[src/shared/altim_cfg.svh]
// Offsets, field positions, reset values and timing counts of the altimeter
`ifndef ALTIM_CFG_SVH
`define ALTIM_CFG_SVH

// Register offsets (byte addresses)
`define REG_CTRL       8'h00
`define REG_STATUS     8'h04
`define REG_ALT        8'h08
`define REG_MIN_ALT    8'h0c
`define REG_MAX_ALT    8'h10

// Control fields
`define CTRL_FIRE      0
`define CTRL_AUTO      1
`define CTRL_SHUT      2

// Status fields
`define STAT_RANGING   6
`define STAT_GAP_BUSY  7
`define STAT_SHUTTER   8

// Word layout
`define WORD_BITS      24
`define ALT_BITS       18
`define EVT_BITS       6
`define EVT_SUPPLY     5
`define EVT_MOTOR      4
`define EVT_TRIGGER    3
`define EVT_LASER_LOW  2
`define EVT_OVERFLOW   1
`define EVT_CAMERA     0

// Reset values
`define CTRL_RST       3'h0
`define MIN_ALT_RST    18'h00000
`define MAX_ALT_RST    18'h3ffff

// Timing: system clock and time-base ratio (3 ticks every 5 clocks = 150 MHz)
`define CLK_MHZ        250
`define TB_NUM         3'h3
`define TB_DEN         3'h5
// Least spacing of shots for 3.75 pulses per minute: 16 s
`define FIRE_GAP_US    16000000
`define FIRE_GAP_CYC   (64'd`FIRE_GAP_US * 64'd`CLK_MHZ)

`endif

[src/shared/altim_pkg.sv]
// Types shared by the altimeter design
package altim_pkg;
   typedef logic [7:0]  reg_addr_t;
   typedef logic [31:0] reg_data_t;
   typedef enum logic [1:0]
   {
      RS_IDLE  = 2'b01,
      RS_COUNT = 2'b10
   } range_state_t;
endpackage : altim_pkg

[src/hw/laser_altimeter.sv]
// Laser altimeter ranging, fire control and telemetry word
//
// The address map and the address-and-strobe port were decided locally.
`include "altim_cfg.svh"
`timescale 1ns/100ps
`default_nettype none
module laser_altimeter #(
   parameter int          ALT_W   = `ALT_BITS,
   parameter logic [31:0] FIRE_GAP = 32'(`FIRE_GAP_CYC)
)(
   // Clock and reset
   input  wire logic                CLOCK_I,
   input  wire logic                RESETN_I,
   // Register port
   input  wire altim_pkg::reg_addr_t ADDR_I,
   input  wire altim_pkg::reg_data_t WDATA_I,
   input  wire logic                WR_I,
   input  wire logic                RD_I,
   output altim_pkg::reg_data_t     RDATA_O,
   // Instrument status inputs
   input  wire logic                SUPPLY_OK_I,
   input  wire logic                MOTOR_RUN_I,
   input  wire logic                TRIG_DISCHARGE_I,
   input  wire logic                ENERGY_LOW_I,
   input  wire logic                SUN_NEAR_I,
   input  wire logic                RETURN_I,
   // Survey camera
   input  wire logic                SURVEY_CAMERA_REQ_I,
   // Laser and shutter
   output logic                     FIRE_O,
   output logic                     SHUTTER_CLOSE_O,
   // Telemetry link
   input  wire logic                TLM_LOAD_I,
   input  wire logic                TLM_SHIFT_I,
   output logic                     TLM_DATA_O
);
   import altim_pkg::*;

   logic                   rst_meta;
   logic                   rst_n;
   // Reset release through two flops
   always_ff @(posedge CLOCK_I or negedge RESETN_I)
   begin
      if (!RESETN_I)
      begin
         rst_meta <= 1'b0;
         rst_n    <= 1'b0;
      end
      else
      begin
         rst_meta <= 1'b1;
         rst_n    <= rst_meta;
      end
   end

   // Registers
   logic [2:0]             ctrl;
   logic [ALT_W-1:0]       min_alt;
   logic [ALT_W-1:0]       max_alt;
   reg_data_t              rdata;
   logic [2:0]             next_ctrl;
   logic [ALT_W-1:0]       next_min_alt;
   logic [ALT_W-1:0]       next_max_alt;
   reg_data_t              next_rdata;
   logic                   fire_cmd;
   // Time base
   logic [2:0]             tb_acc;
   logic [2:0]             next_tb_acc;
   logic                   tb_tick;
   // Ranging
   range_state_t           state;
   range_state_t           next_state;
   logic [ALT_W-1:0]       count;
   logic [ALT_W-1:0]       next_count;
   logic [ALT_W-1:0]       alt;
   logic [ALT_W-1:0]       next_alt;
   logic [31:0]            gap;
   logic [31:0]            next_gap;
   logic                   fire;
   logic                   next_fire;
   // Events
   logic                   trig_tgl;
   logic                   next_trig_tgl;
   logic                   low_tgl;
   logic                   next_low_tgl;
   logic                   low_prev;
   logic                   ovf;
   logic                   next_ovf;
   logic                   cam_seen;
   logic                   next_cam_seen;
   logic [`EVT_BITS-1:0]   events;
   logic [`WORD_BITS-1:0]  word;
   logic                   shutter;

   // Register write and read decode
   always_comb
   begin
      next_ctrl    = ctrl;
      next_min_alt = min_alt;
      next_max_alt = max_alt;
      next_rdata   = '0;
      fire_cmd     = 1'b0;
      if (WR_I)
      begin
         if (ADDR_I == `REG_CTRL)
         begin
            next_ctrl = {WDATA_I[`CTRL_SHUT], WDATA_I[`CTRL_AUTO], 1'b0};
            fire_cmd  = WDATA_I[`CTRL_FIRE];
         end
         else if (ADDR_I == `REG_MIN_ALT)
         begin
            next_min_alt = WDATA_I[ALT_W-1:0];
         end
         else if (ADDR_I == `REG_MAX_ALT)
         begin
            next_max_alt = WDATA_I[ALT_W-1:0];
         end
      end
      if (RD_I)
      begin
         if (ADDR_I == `REG_CTRL)
         begin
            next_rdata = {29'h0, ctrl};
         end
         else if (ADDR_I == `REG_STATUS)
         begin
            next_rdata = {23'h0, shutter, (gap != 32'h0),
                          (state == RS_COUNT), events};
         end
         else if (ADDR_I == `REG_ALT)
         begin
            next_rdata = {14'h0, alt};
         end
         else if (ADDR_I == `REG_MIN_ALT)
         begin
            next_rdata = {14'h0, min_alt};
         end
         else if (ADDR_I == `REG_MAX_ALT)
         begin
            next_rdata = {14'h0, max_alt};
         end
      end
   end

   always_ff @(posedge CLOCK_I or negedge rst_n)
   begin
      if (!rst_n)
      begin
         ctrl    <= `CTRL_RST;
         min_alt <= `MIN_ALT_RST;
         max_alt <= `MAX_ALT_RST;
         rdata   <= '0;
      end
      else
      begin
         ctrl    <= next_ctrl;
         min_alt <= next_min_alt;
         max_alt <= next_max_alt;
         rdata   <= next_rdata;
      end
   end

   // Fractional time base: three ticks in five clocks
   always_comb
   begin
      tb_tick     = 1'b0;
      next_tb_acc = tb_acc + `TB_NUM;
      if (next_tb_acc >= `TB_DEN)
      begin
         next_tb_acc = next_tb_acc - `TB_DEN;
         tb_tick     = 1'b1;
      end
   end

   always_ff @(posedge CLOCK_I or negedge rst_n)
   begin
      if (!rst_n)
      begin
         tb_acc <= 3'h0;
      end
      else
      begin
         tb_acc <= next_tb_acc;
      end
   end

   // Shutter follows sun sensor or software override
   assign shutter = SUN_NEAR_I | ctrl[`CTRL_SHUT];

   // Fire control and range counter
   always_comb
   begin
      next_state = state;
      next_count = count;
      next_alt   = alt;
      next_ovf   = ovf;
      next_fire  = 1'b0;
      next_gap   = (gap != 32'h0) ? gap - 32'h1 : gap;
      case (state)
         RS_IDLE:
         begin
            if ((fire_cmd || (ctrl[`CTRL_AUTO] && SURVEY_CAMERA_REQ_I)) &&
                (gap == 32'h0) && !shutter)
            begin
               next_fire  = 1'b1;
               next_gap   = FIRE_GAP;
               next_count = '0;
               next_ovf   = 1'b0;
               next_state = RS_COUNT;
            end
         end
         RS_COUNT:
         begin
            if (RETURN_I && (count >= min_alt))
            begin
               next_alt   = count;
               next_state = RS_IDLE;
            end
            else if (count >= max_alt)
            begin
               next_ovf   = 1'b1;
               next_state = RS_IDLE;
            end
            else if (tb_tick)
            begin
               next_count = count + 1'b1;
            end
         end
         default:
         begin
            next_state = RS_IDLE;
         end
      endcase
   end

   always_ff @(posedge CLOCK_I or negedge rst_n)
   begin
      if (!rst_n)
      begin
         state <= RS_IDLE;
         count <= '0;
         alt   <= '0;
         ovf   <= 1'b0;
         fire  <= 1'b0;
         gap   <= 32'h0;
      end
      else
      begin
         state <= next_state;
         count <= next_count;
         alt   <= next_alt;
         ovf   <= next_ovf;
         fire  <= next_fire;
         gap   <= next_gap;
      end
   end

   // Event bits
   always_comb
   begin
      next_trig_tgl = trig_tgl ^ TRIG_DISCHARGE_I;
      next_low_tgl  = low_tgl ^ (ENERGY_LOW_I & ~low_prev);
      next_cam_seen = cam_seen;
      if (TLM_LOAD_I)
      begin
         next_cam_seen = 1'b0;
      end
      if (SURVEY_CAMERA_REQ_I)
      begin
         next_cam_seen = 1'b1;
      end
   end

   always_ff @(posedge CLOCK_I or negedge rst_n)
   begin
      if (!rst_n)
      begin
         trig_tgl <= 1'b0;
         low_tgl  <= 1'b0;
         low_prev <= 1'b0;
         cam_seen <= 1'b0;
      end
      else
      begin
         trig_tgl <= next_trig_tgl;
         low_tgl  <= next_low_tgl;
         low_prev <= ENERGY_LOW_I;
         cam_seen <= next_cam_seen;
      end
   end

   always_comb
   begin
      events                = '0;
      events[`EVT_SUPPLY]   = SUPPLY_OK_I;
      events[`EVT_MOTOR]    = MOTOR_RUN_I;
      events[`EVT_TRIGGER]  = trig_tgl;
      events[`EVT_LASER_LOW] = low_tgl;
      events[`EVT_OVERFLOW] = ovf;
      events[`EVT_CAMERA]   = cam_seen | SURVEY_CAMERA_REQ_I;
   end

   // Word snapshot: altitude held in the shifter for the whole word
   assign word = {alt, events};

   tlm_shift #(
      .WIDTH   (`WORD_BITS)
   ) u_shift (
      .clk_i   (CLOCK_I),
      .rst_n_i (rst_n),
      .load_i  (TLM_LOAD_I),
      .shift_i (TLM_SHIFT_I),
      .word_i  (word),
      .bit_o   (TLM_DATA_O)
   );

   assign RDATA_O         = rdata;
   assign FIRE_O          = fire;
   assign SHUTTER_CLOSE_O = shutter;
endmodule : laser_altimeter
`default_nettype wire

[src/hw/tlm_shift.sv]
// Parallel-load shift register that sends a word MSB first
`timescale 1ns/100ps
`default_nettype none
module tlm_shift #(
   parameter int WIDTH = 24
)(
   // Clock and reset
   input  wire logic             clk_i,
   input  wire logic             rst_n_i,
   // Load and shift
   input  wire logic             load_i,
   input  wire logic             shift_i,
   input  wire logic [WIDTH-1:0] word_i,
   // Serial out
   output logic                  bit_o
);
   logic [WIDTH-1:0] sreg;
   logic [WIDTH-1:0] next_sreg;

   always_comb
   begin
      next_sreg = sreg;
      if (load_i)
      begin
         next_sreg = word_i;
      end
      else if (shift_i)
      begin
         next_sreg = {sreg[WIDTH-2:0], 1'b0};
      end
   end

   always_ff @(posedge clk_i or negedge rst_n_i)
   begin
      if (!rst_n_i)
      begin
         sreg <= '0;
      end
      else
      begin
         sreg <= next_sreg;
      end
   end

   assign bit_o = sreg[WIDTH-1];
endmodule : tlm_shift
`default_nettype wire

[config.mk]
export PLATFORM = sky130hd
export DESIGN_NAME = laser_altimeter
export DESIGN_NICKNAME = d
export VERILOG_FILES = /design/src/shared/altim_pkg.sv /design/src/hw/laser_altimeter.sv /design/src/hw/tlm_shift.sv
export VERILOG_INCLUDE_DIRS = /design/src /design/src/shared
export SDC_FILE = /design/constraint.sdc
export NUM_CORES = 1
export LEC_CHECK = 0
export BUFFER_PORTS_ARGS = -buffer_cell sky130_fd_sc_hd__buf_2
export CELL_PAD_IN_SITES_DETAIL_PLACEMENT = 1
export CELL_PAD_IN_SITES_GLOBAL_PLACEMENT = 2
export CORE_MARGIN = 2
export CORE_UTILIZATION = 35
export DETAILED_ROUTE_END_ITERATION = 6
export GPL_TIMING_DRIVEN = 0
export PLACE_DENSITY = 0.82
export SKIP_LAST_GASP = 1
export SYNTH_ARGS = -nofsm -noshare
export SYNTH_HDL_FRONTEND = slang
export SYNTH_SLANG_ARGS = --single-unit
[constraint.sdc]
create_clock -name CLOCK_I -period 8.7 [get_ports CLOCK_I]
set_clock_uncertainty 0.2 [all_clocks]
set_input_delay 0.87 -clock CLOCK_I [delete_from_list [all_inputs] [get_ports CLOCK_I]]
set_output_delay 0.87 -clock CLOCK_I [all_outputs]
set_load 0.005 [all_outputs]
# [Word level (Yosys, flattened, before mapping)]
# Index checks and enable logic that the tools add are counted.
[op_classes] eq_ne=12 mux=32 n_lt_le_gt_ge=3 n_bitwise=8 n_reduce_logical=19 n_addsub=4
[ops] operator="two-way mux 18 bit" n=10
[ops] operator="two-way mux 32 bit" n=3
[ops] operator="two-way mux 24 bit" n=2
[ops] operator="greater-or-equal comparator 18 bit" n=2
[ops] operator="one-hot mux 18 bit (2 select lines)" n=1
[ops] operator="zero test 32 bit" n=1
[ops] operator="nonzero test 32 bit" n=1
[ops] operator="subtractor 32 x 1 -> 32 bit, second input constant" n=1
[ops] operator="adder 18 x 1 -> 18 bit, second input constant" n=1
[ops] operator="equality test 8 x 4 -> 1 bit, second input constant" n=2
[ops] operator="two-way mux 1 bit" n=10
[ops] operator="equality test 8 x 3 -> 1 bit, second input constant" n=1
[ops] operator="equality test 8 x 5 -> 1 bit, second input constant" n=1
[ops] operator="zero test 8 bit" n=1
[ops] operator="!= test 2 bit, second input constant" n=4
[ops] operator="AND reduction 4 bit" n=2
[ops] operator="two-way mux 2 bit" n=3
[ops] operator="AND reduction 2 bit" n=3
[ops] operator="nonzero test 2 bit" n=3
[ops] operator="AND reduction 5 bit" n=1
[ops] operator="logical AND 1 bit" n=4
[ops] operator="one-hot mux 2 bit (2 select lines)" n=1
[ops] operator="adder 3 x 2 -> 3 bit, second input constant" n=1
[ops] operator="greater-or-equal comparator 3 bit, second input constant" n=1
[ops] operator="other kinds (14)" n=18
[word_totals] word_cells=96 out_inout_bits=35 ff_bits=175 inputBits=53

# [Logic depth before layout (Yosys ltp)]
# Gate-level depths: netlist of run 1.
[depth] ltp_word=8 ltp_mapped=11 ltp_nobuf=9

# [Cells and area by module]
# From an unflattened synthesis of run 1, not the netlist that was laid out.
[unflattened] hier_cells=784 hier_area_um2=8416.8
[by_module_without_submodules] mod="laser_altimeter" area_each_um2=7292.0 seq_area_each_um2=3452.1 cells_per_inst=680 n_inst=1
[by_module_without_submodules] mod="tlm_shift" area_each_um2=1124.8 seq_area_each_um2=600.6 cells_per_inst=104 n_inst=1

# [Worst setup path before layout of run 1]
# Ideal clock, no wire load.
[synth_path] kind="input to register" start="input port ADDR_I[7]" end="register min_alt[0]" slack_ns=5.508 arrival_time_ns=2.867 setup_time_ns=0.125 cell_stages=7 path_cell_list="or4_1 -> nor3_1 -> and3_1 -> clkbuf_1 -> nand2_1 -> clkbuf_1 -> mux2_2"
[synth_between] elab_chain_cells=3
[synth_lines] item="start: declaration" line="laser_altimeter.sv:15" rtl="input wire altim_pkg::reg_addr_t ADDR_I,"
[synth_lines] item="zero test 8 bit (no line)"
[synth_lines] item="inverter 1 bit (no line)"
[synth_lines] item="AND reduction 3 bit (no line) *"
[synth_lines] item="end signal: assignment" line="laser_altimeter.sv:150" rtl="min_alt <= `MIN_ALT_RST;"
[synth_lines] item="end signal: assignment" line="laser_altimeter.sv:157" rtl="min_alt <= next_min_alt;"
[synth_lines] item="end: declaration" line="laser_altimeter.sv:58" rtl="logic [ALT_W-1:0] min_alt;"
# Mark *: on every way between the ends. The rest lies on a longest branch, timed or not.
# A chain may end at the register's enable or synchronous reset.

# [Final worst setup path of run 1]
[layout_path] start="register count[0]" end="register count[12]"
[layout_between] elab_chain_cells=5
[layout_lines] item="start: declaration" line="laser_altimeter.sv:73" rtl="logic [ALT_W-1:0] count;"
[layout_lines] item="start signal: assignment" line="laser_altimeter.sv:250" rtl="count <= next_count;"
[layout_lines] item="adder 18 x 1 -> 18 bit" line="laser_altimeter.sv:226" rtl="next_count = count + 1'b1;"
[layout_lines] item="two-way mux 18 bit" line="laser_altimeter.sv:224" rtl="else if (tb_tick)"
[layout_lines] item="two-way mux 18 bit" line="laser_altimeter.sv:219" rtl="else if (count >= max_alt)"
[layout_lines] item="two-way mux 18 bit" line="laser_altimeter.sv:214" rtl="if (RETURN_I && (count >= min_alt))"
[layout_lines] item="one-hot mux 18 bit (2 select lines)" line="laser_altimeter.sv:199" rtl="case (state)"
# Several ways; a longest one is shown, not always the timed one. The select of a mux whose other input is x is not followed.

==> flow_summary.ini, run 1 <==
[route]
antenna_left = 0
drc = 0
met3_wirelength_um = 783
via_per_inst = 5.27
wire_per_inst_um = 18.5
wl_met1_um = 9660
dr.pass1.iters = 6
dr_wl_met2_um = 10300
dr.max_layer_used = met4
drt_iter0_drc = 311
route.vias.total = 5998
wl_um = 21000

[die]
start_util = 0.357
dieWidth_um = 156
floorplan.rows = 55
core_area_um2 = 22700
die_y_um = 156
boundaryPins = 88
dieArea_um2 = 24400

[global_route]
grt_pass1_wl_um = 34200
grt_max_degree = 63
overflow = 0
gr-usage-all-layers = 0.182
antenna_found_initial = 0
grt_pass1_vias = 6359

[pwr]
power.internal_mw = 1.28
switching_power_mw = 0.430
p_total_mw = 1.71
irDropWorstVdd_mv = 0.0910
total_leakage_power_nw = 4.44
clkPwrFrac = 0.471
pwr_density_cell_nw_per_um2 = 180
swShare = 0.251
p_seq_frac = 0.465
pwr-share-comb = 0.064

[setup_path]
start_kind = flop
endpoint_kind = flop
worstPathMaxFanout = 10
critPathRequiredTime_ns = 8.81
worst-path-stages = 10
crit_slowest_cell = a311oi_2
slowest_delay_ns = 0.73
path_buf_inv = 2
critPathArrivalTime_ns = 3.90
cp_top_family = compound AO/OA/AOI/OAI gates
path_cells = inv_1 > ha_1 > nand2b_1 > a21oi_1 > nor3_1 > or4_1 > a311oi_2 > clkbuf_1 > nand3_1 > mux2i_1
critPathKind = flop to flop
r2r_cells = 10

[final_layout]
multi_input_area_um2 = 3700
syn_to_final_growth_pct = 17.0
fillCellCount = 2523
nets = 936
n_antenna_cell = 0
drive_above_1_share = 0.235
regArea_um2 = 4060

[clock_network]
cts_tree = yes
path_clk_slew_ns = 0.07
clk_latency_ns = 0.44
cts_sinks = 161
cts_root_buf = clkbuf_16
cts_buffers = 17
post_cts.repair.setup_buffers = 0
cts_buffer_depth = 2
cts.htree.levels = 4

[sta]
holdWs_ns = 0.150
setup-violations-final = 0
worst_pin_slew_ns = 0.900
tns_ns = 0
period_needed_ns = 3.79
hold_viol_final = 0
fin_crit_sh = 0.436
slew_headroom = 0.395
rsz0062_at_grt = false
fmax_mhz = 264
final_max_slew_viol_count = 0

[logic_synthesis]
synth_edf_count = 0
syn_inst = 749
yosysSeqAreaShare = 0.500
yosysWarnings = 0
synth_top_cells_by_count = 142 x dfrtp_1, 82 x nand2_1, 60 x mux2_2
synthTopCellsByArea = dfrtp_1 44%, mux2_2 8.3%, ha_1 6.5%, dfstp_2 6.2%, mux2i_1 5.2%
yosys_register_bits = 161
yosys.area.top_type = dfrtp_1
yosysTopAreaCellShare = 0.439
synth_area_um2 = 8100
synth_cell_types = 56
async_flop_share = 1.00
synth_most_common_cell = dfrtp_1
yosys_most_used_dff = dfrtp_1
avgSynthCellArea_um2 = 10.8

[worst_hold_path]
hp-class = flop to flop
min_path_cells = 0

[run_status]
outcome = completed

[placed_design]
portBuffers = 57
hpwl_um = 15100
gp_congestion = 0.761

[flow_run]
max_cap_violations = 0
## flip-flops by register name (all words and copies together) (netlist names), 2 cells and up
name and cells:
min_alt 18, max_alt 18, tb_acc 3, u_shift.sreg 24, state 2, count 18, RDATA_O 18, alt 18
gap 32, ctrl 2
## worst register-to-register path, stage by stage (launching register included)
cell and delay (ns):
dfrtp_1 0.52, inv_1 0.12, ha_1 0.28, nand2b_1 0.15, a21oi_1 0.22, nor3_1 0.07
or4_1 0.55, a311oi_2 0.73, clkbuf_1 0.50, nand3_1 0.17, mux2i_1 0.16
## power by group through the flow
| stage | Sequential, mW | Combinational [mW] | Clock [mW] |
|---|---|---|---|
| after CTS | 0.797 | 0.111 | 0.826 |
| after global placement | 0.818 | 0.0945 | 0 |
| after global routing | 0.799 | 0.122 | 0.853 |
| after floorplan | 0.806 | 0.0655 | 0 |
| after detailed placement | 0.810 | 0.110 | 0 |
| final | 0.796 | 0.109 | 0.806 |
## final timing paths
check,startpoint,to,slack (ns)
max,count[0],count[12],4.91
max in group asynchronous,rst_n,max_alt[1],7.20
min,rst_meta,rst_n,0.15
max reg2reg,count[0],count[12],4.91
min in group asynchronous,rst_n,gap[29],0.26
min reg2reg,rst_meta,rst_n,0.15
## layout make-up
class / count / area share
buffer: 41 / 0.0235
sequential: 161 / 0.428
multi-input combinational: 514 / 0.391
clock buffer: 18 / 0.0453
timing repair buffer: 60 / 0.0370
tap: 285 / 0.0376
clock inverter: 14 / 0.0199
inverter: 46 / 0.0182
## logic make-up (layout without fill, tap and decap cells)
family                   count (synthesis)  after routing  synth area share
flip-flops                             161            161             0.500
other                                    2             15          0.000927
adder cells (fa/ha/maj)                 42             42            0.0649
buffers and inverters                   87            179            0.0488
AO/OA/AOI/OAI                           93             93            0.0760
AND/OR/NAND/NOR                        233            233             0.143
XOR/XNOR                                29             29            0.0313
multiplexers                           102            102             0.135
## stage by stage
step / instance area, um^2 / setup WS (ns) / cells / utilization
5_1_grt: 9480 / 4.64 / 1139 / 0.417
3_3_place_gp: 8790 / 1.66 / 1104 / 0.387
4_1_cts: 9480 / 4.91 / 1139 / 0.417
6_report: 9480 / 4.91 / 1139 / 0.417
2_1_floorplan: 8150 / 3.71 / 762 / -
3_5_place_dp: 8850 / 4.64 / 1106 / 0.390
## layout by cell type (no fill, tap or decap), types with 15 or more instances in the layout
| master | n |
|---|---|
| mux2_2 | 60 |
| dfrtp_1 | 141 |
| xnor2_1 | 15 |
| nand2_1 | 82 |
| nor2_1 | 36 |
| inv_1 | 46 |
| o21ai_0 | 38 |
| dfstp_2 | 19 |
| buf_4 | 16 |
| conb_1 | 15 |
| ha_1 | 42 |
| nand3_1 | 24 |
| a21oi_1 | 16 |
| a222oi_1 | 16 |
| buf_2 | 58 |
| clkbuf_1 | 21 |
| clkbuf_16 | 17 |
| mux2i_1 | 42 |
| nand4_1 | 16 |
## what timing repair did
action                                 4_1_cts  5_1_grt
gates resized for setup                      0        0
endpoints found under the hold margin        2        0
hold buffers                                 1        0
setup endpoints to repair                    0        0
## layer usage
layer  vias up  global-route usage
met5         -                   0
met4         0              0.0502
met3        25              0.0344
met2       108               0.311
met1      3054               0.235
li1       2811                   -
No activity file was read; power rests on OpenSTA's default activity.
==> run 2: changes to the inputs <==
- ABC_AREA: unset -> 1
- PLACE_DENSITY: 0.82 -> 0.89
- clock period: 8.7 -> 3.95 ns (I/O delays scaled with it)
==> run 2 against run 1 <==
Fmax is 34% higher. Clock power is 130% higher. Register-to-register slack worse by 3.8 ns. Count of clock-buffer cells in the layout is 4 higher. Die area grew 8.6%. Critical endpoint is now alt[5]. Highest routed layer unchanged.
==> flow_summary.ini, run 2 <==
[final_layout]
postLayoutCellArea_um2 = 10300
n_antenna_cell = 0
regMostFlops = gap
drive_above_1_share = 0.123
largest_reg_flops = 32
fin_util = 0.413
final_cell_mix = 274 x nand2_1, 141 x dfrtp_1, 137 x nor2_1
mostFrequentLayoutCell = nand2_1
syn_to_final_growth_pct = 17.1
nets = 1307
largestRegisters = gap: 32 flops, u_shift.sreg: 24 flops

[die]
start_util = 0.353
dieWidth_um = 163
dieArea_um2 = 26500
die_y_um = 163
core_area_um2 = 25000
boundaryPins = 88
floorplan.rows = 58

[global_route]
overflow = 0
antenna_found_initial = 0
grt_pass1_vias = 8320
grt_max_degree = 61
gr-usage-all-layers = 0.220
grt_pass1_wl_um = 45300

[sta]
period_needed_ns = 2.83
tns_ns = 0
fmax_mhz = 353
setup-violations-final = 0
worst_pin_slew_ns = 0.667
slew_headroom = 0.556
hold_viol_final = 0
fin_crit_sh = 0.717
final_max_slew_viol_count = 0
rsz0062_at_grt = false

[logic_synthesis]
synth_area_um2 = 8810
synthTopCellsByArea = dfrtp_1 40%, nand2_1 12%, ha_1 6.0%, nor2_1 5.8%, dfstp_2 5.7%
async_flop_share = 1.00
synth_top_cells_by_count = 274 x nand2_1, 142 x dfrtp_1, 137 x nor2_1
yosysTopAreaCellShare = 0.403
synth_most_common_cell = nand2_1
yosysSeqAreaShare = 0.460
yosys_most_used_dff = dfrtp_1
synth_cell_types = 41
yosys.area.top_type = dfrtp_1
syn_inst = 1115
yosysWarnings = 0
avgSynthCellArea_um2 = 7.91
synth_edf_count = 0
yosys_register_bits = 161

[clock_network]
cts.htree.levels = 4
post_cts.repair.setup_buffers = 0
path_clk_slew_ns = 0.06
cts_buffer_depth = 2
clk_latency_ns = 0.44
cts_buffers = 17
cts_sinks = 161
cts_tree = yes
cts_root_buf = clkbuf_16

[pwr]
p_total_mw = 3.91
pwr_density_cell_nw_per_um2 = 379
total_leakage_power_nw = 4.83
irDropWorstVdd_mv = 0.242

[route]
wl_um = 27800
wire_per_inst_um = 17.9
antenna_left = 0
dr.pass1.iters = 5
via_per_inst = 5.08
route.vias.total = 7893
drt_iter0_drc = 478
drc = 0

[setup_path]
start_kind = flop
endpoint_kind = flop
critPathRequiredTime_ns = 4.05
worstPathMaxFanout = 10
critPathKind = flop to flop
critPathArrivalTime_ns = 2.93

[placed_design]
placed_cell_area_um2 = 9630
gp_congestion = 0.837
portBuffers = 58
hpwl_um = 20900

[flow_run]
max_cap_violations = 0

[run_status]
outcome = completed

[worst_hold_path]
hp-class = input port to flop
run 2: cell count changes in the layout (fill, tap and decap cells not counted), sizes merged, moves of 15 or more:
cell,change
nor3,+21
inv,+72
mux2,-60
nand3,+15
o21ai,+41
nor2,+112
a222oi,-16
mux2i,-42
nand2,+194
o22ai,+36
run 2: final cells by class:
type	count	area, um^2
timing repair buffer	65	395
buffer	46	244
inverter	129	484
multi-input combinational	792	4080
fill	3082	14600
clock inverter	9	180
tap	330	413
sequential	161	4060
clock buffer	22	464
run 2: routing by layer:
layer,up-vias,track usage,wire (um),share of wire
met5,-,0,0,0
met4,0,0.0511,375,0.013
met3,28,0.0382,896,0.032
met2,129,0.374,13300,0.48
met1,3935,0.295,13200,0.48
li1,3801,-,-,-
run 2: worst paths after layout:
| kind | from | endpoint | slack [ns] | cells after the start |
|---|---|---|---|---|
| worst min-delay path | WDATA_I[10] | max_alt[10] | 0.01 | 3 |
| min in group asynchronous | RESETN_I | rst_n | 0.05 | 2 |
| worst min register to register | rst_n | u_shift.sreg[17] | 0.16 | 0 |
| worst max-delay path | count[13] | alt[5] | 1.12 | 12 |
| max in group asynchronous | rst_n | max_alt[3] | 2.57 | 1 |
| worst max register to register | count[13] | alt[5] | 1.12 | 12 |
run 2: where the power goes:
| group | internal [mW] | total [mW] | switching [mW] |
|---|---|---|---|
| sequential | 1.71 | 1.77 | 0.0581 |
| combinational | 0.105 | 0.274 | 0.168 |
| clock | 1.16 | 1.86 | 0.709 |
run 2: per-stage QoR:
step                instances  hold WS (ns)  worst slack, ns
floorplan                1128        -0.101             1.10
global placement         1516       -0.0198           0.0120
detailed placement       1518       -0.0187             1.18
CTS                      1554       0.00251             1.16
global route             1554        0.0181            0.873
finish                   1554        0.0104             1.12
run 2: kinds of logic after synthesis:
family,Yosys count,synth area share
compound gates,160,0.0989
flops,161,0.460
buf+inv,175,0.0826
fa+ha+maj,42,0.0596
simple gates,547,0.270
other cells,2,0.000852
xor+xnor,28,0.0278
run 2: worst max-delay path, stage by stage (launching register included):
cell	delay (ns)
dfrtp_1	0.52
ha_1	0.37
nand2_1	0.07
nor2_1	0.27
nand3_1	0.16
nor2_1	0.13
nor2_1	0.05
nand3_1	0.12
nand3_2	0.13
buf_2	0.22
buf_1	0.28
nand2_1	0.12
o21ai_1	0.07
run 2: repair_timing:
item                      4_1_cts  5_1_grt
hold endpoints to repair        6        0
hold buffers                    5        0
resized for setup               0        0
==> run 3: changes to the inputs <==
- CORE_UTILIZATION: 35 -> 32
- PLACE_DENSITY: 0.89 -> 0.86
- clock period: 3.95 -> 2.3 ns (I/O delays scaled with it)
==> run 3 against run 2 <==
Routed wire length grew 11%. First-iteration DRC count shrank 22%. Non-clock buffer count grew 91. Global-route usage shrank 1.1 points. Critical path type unchanged. Highest routed layer unchanged.
==> flow_summary.ini, run 3 (same netlist as run 2, synthesis figures left out) <==
[run_status]
outcome = completed

[route]
via_per_inst = 5.03
wl_um = 31000
drt_iter0_drc = 373
dr.pass1.iters = 5
route.vias.total = 8334
wire_per_inst_um = 18.7
antenna_left = 0
drc = 0

[clock_network]
cts_sinks = 161
cts_tree = yes
cts.htree.levels = 4
path_clk_slew_ns = 0.08
clk_latency_ns = 0.45
cts_buffer_depth = 2
cts_root_buf = clkbuf_16
cts_buffers = 17

[placed_design]
portBuffers = 58
dp.cells = 1529
placed_cell_area_um2 = 9640
gp_congestion = 0.819
hpwl_um = 21200
dpl_worst_slack_ns = -0.464

[sta]
hold_viol_final = 0
setup-violations-final = 0
slew_headroom = 0.555
fmax_mhz = 435
period_needed_ns = 2.30
tns_ns = 0
worst_pin_slew_ns = 0.668
holdWs_ns = 0.0144
worst_slack_ns = 0.000597
fin_crit_sh = 1.00
rsz0062_at_grt = true
final_max_slew_viol_count = 0

[global_route]
antenna_found_initial = 0
grt_pass1_vias = 8535
overflow = 0
grt_pass1_wl_um = 46400
grt_max_degree = 67
gr-usage-all-layers = 0.210

[setup_path]
worstPathMaxFanout = 6
critPathRequiredTime_ns = 2.43
path_cells = buf_6 > ha_4 > nand2_4 > nor2_4 > nand3b_1 > nor2_1 > nor2_1 > nand3_2 > nand2_4 > buf_8 > clkbuf_16 > nand4_1 > nand2_1
start_kind = flop
crit_slowest_cell = dfrtp_2
endpoint_kind = flop
critPathKind = flop to flop
critPathArrivalTime_ns = 2.43
slowest_delay_ns = 0.47
path_buf_inv = 3
cp_top_family = simple AND/OR/NAND/NOR gates

[worst_hold_path]
hp-class = input port to flop

[die]
core_area_um2 = 27000
boundaryPins = 88
dieWidth_um = 170
start_util = 0.326
floorplan.rows = 60
dieArea_um2 = 28900
die_y_um = 170

[pwr]
total_leakage_power_nw = 5.36
pwr_density_cell_nw_per_um2 = 575
irDropWorstVdd_mv = 0.499
p_total_mw = 6.74

[final_layout]
largest_reg_flops = 32
n_antenna_cell = 0
final_cell_mix = 248 x nand2_1, 123 x dfrtp_1, 122 x nor2_1
syn_to_final_growth_pct = 33.0
mostFrequentLayoutCell = nand2_1
postLayoutCellArea_um2 = 11700
largestRegisters = gap: 32 flops, u_shift.sreg: 24 flops
nets = 1398
drive_above_1_share = 0.257
fin_cells = 1657
fin_util = 0.434
regMostFlops = gap
fillCellCount = 3253

[flow_run]
max_cap_violations = 0
-- run 3: timing repair --
item / CTS / global route
resized for setup: 54 / 103
gates cloned: 0 / 3
hold endpoints to repair: 54 / 0
setup buffers: 21 / 43
pin swaps: 11 / 49
hold buffers: 29 / 0
setup endpoints to repair: 46 / 50
-- run 3: power breakdown --
part	switching [mW]	leakage, nW	internal (mW)
logic	0.353	3.09	0.259
clock network	1.34	0.299	1.74
registers	0.105	1.97	2.94
-- run 3: path summary, 6_finish.rpt --
kind,slack [ns],cells after the start,endpoint,startpoint
setup / recovery,0.0006,13,count[7],count[13]
hold / removal,0.01,3,u_shift.sreg[4],TLM_LOAD_I
setup reg to reg,0.0006,13,count[7],count[13]
hold reg to reg,0.15,0,min_alt[10],rst_n
max in group asynchronous,0.65,2,max_alt[2],rst_n
min in group asynchronous,0.15,0,min_alt[10],rst_n
-- run 3: cell type report --
class                      count  area [um^2]  share of cell area
sequential                   161         4080               0.348
inverter                     129          488              0.0416
buffer                        46          305              0.0260
multi-input combinational    792         4610               0.393
clock inverter                15          194              0.0165
tap                          341          427              0.0364
timing repair buffer         156         1200               0.102
clock buffer                  17          425              0.0363
-- run 3: tightest hold or removal path, stage by stage --
cell and delay (ns):
clkbuf_1 0.20, nor3_1 0.10, nor2_1 0.09
-- run 3: per-layer routing --
layer / GRT usage / part of all wire / up-vias
met1: 0.267 / 0.44 / 4152
met5: 0 / 0 / -
met3: 0.0372 / 0.034 / 47
li1: - / - / 3976
met2: 0.366 / 0.50 / 159
met4: 0.0583 / 0.022 / 0
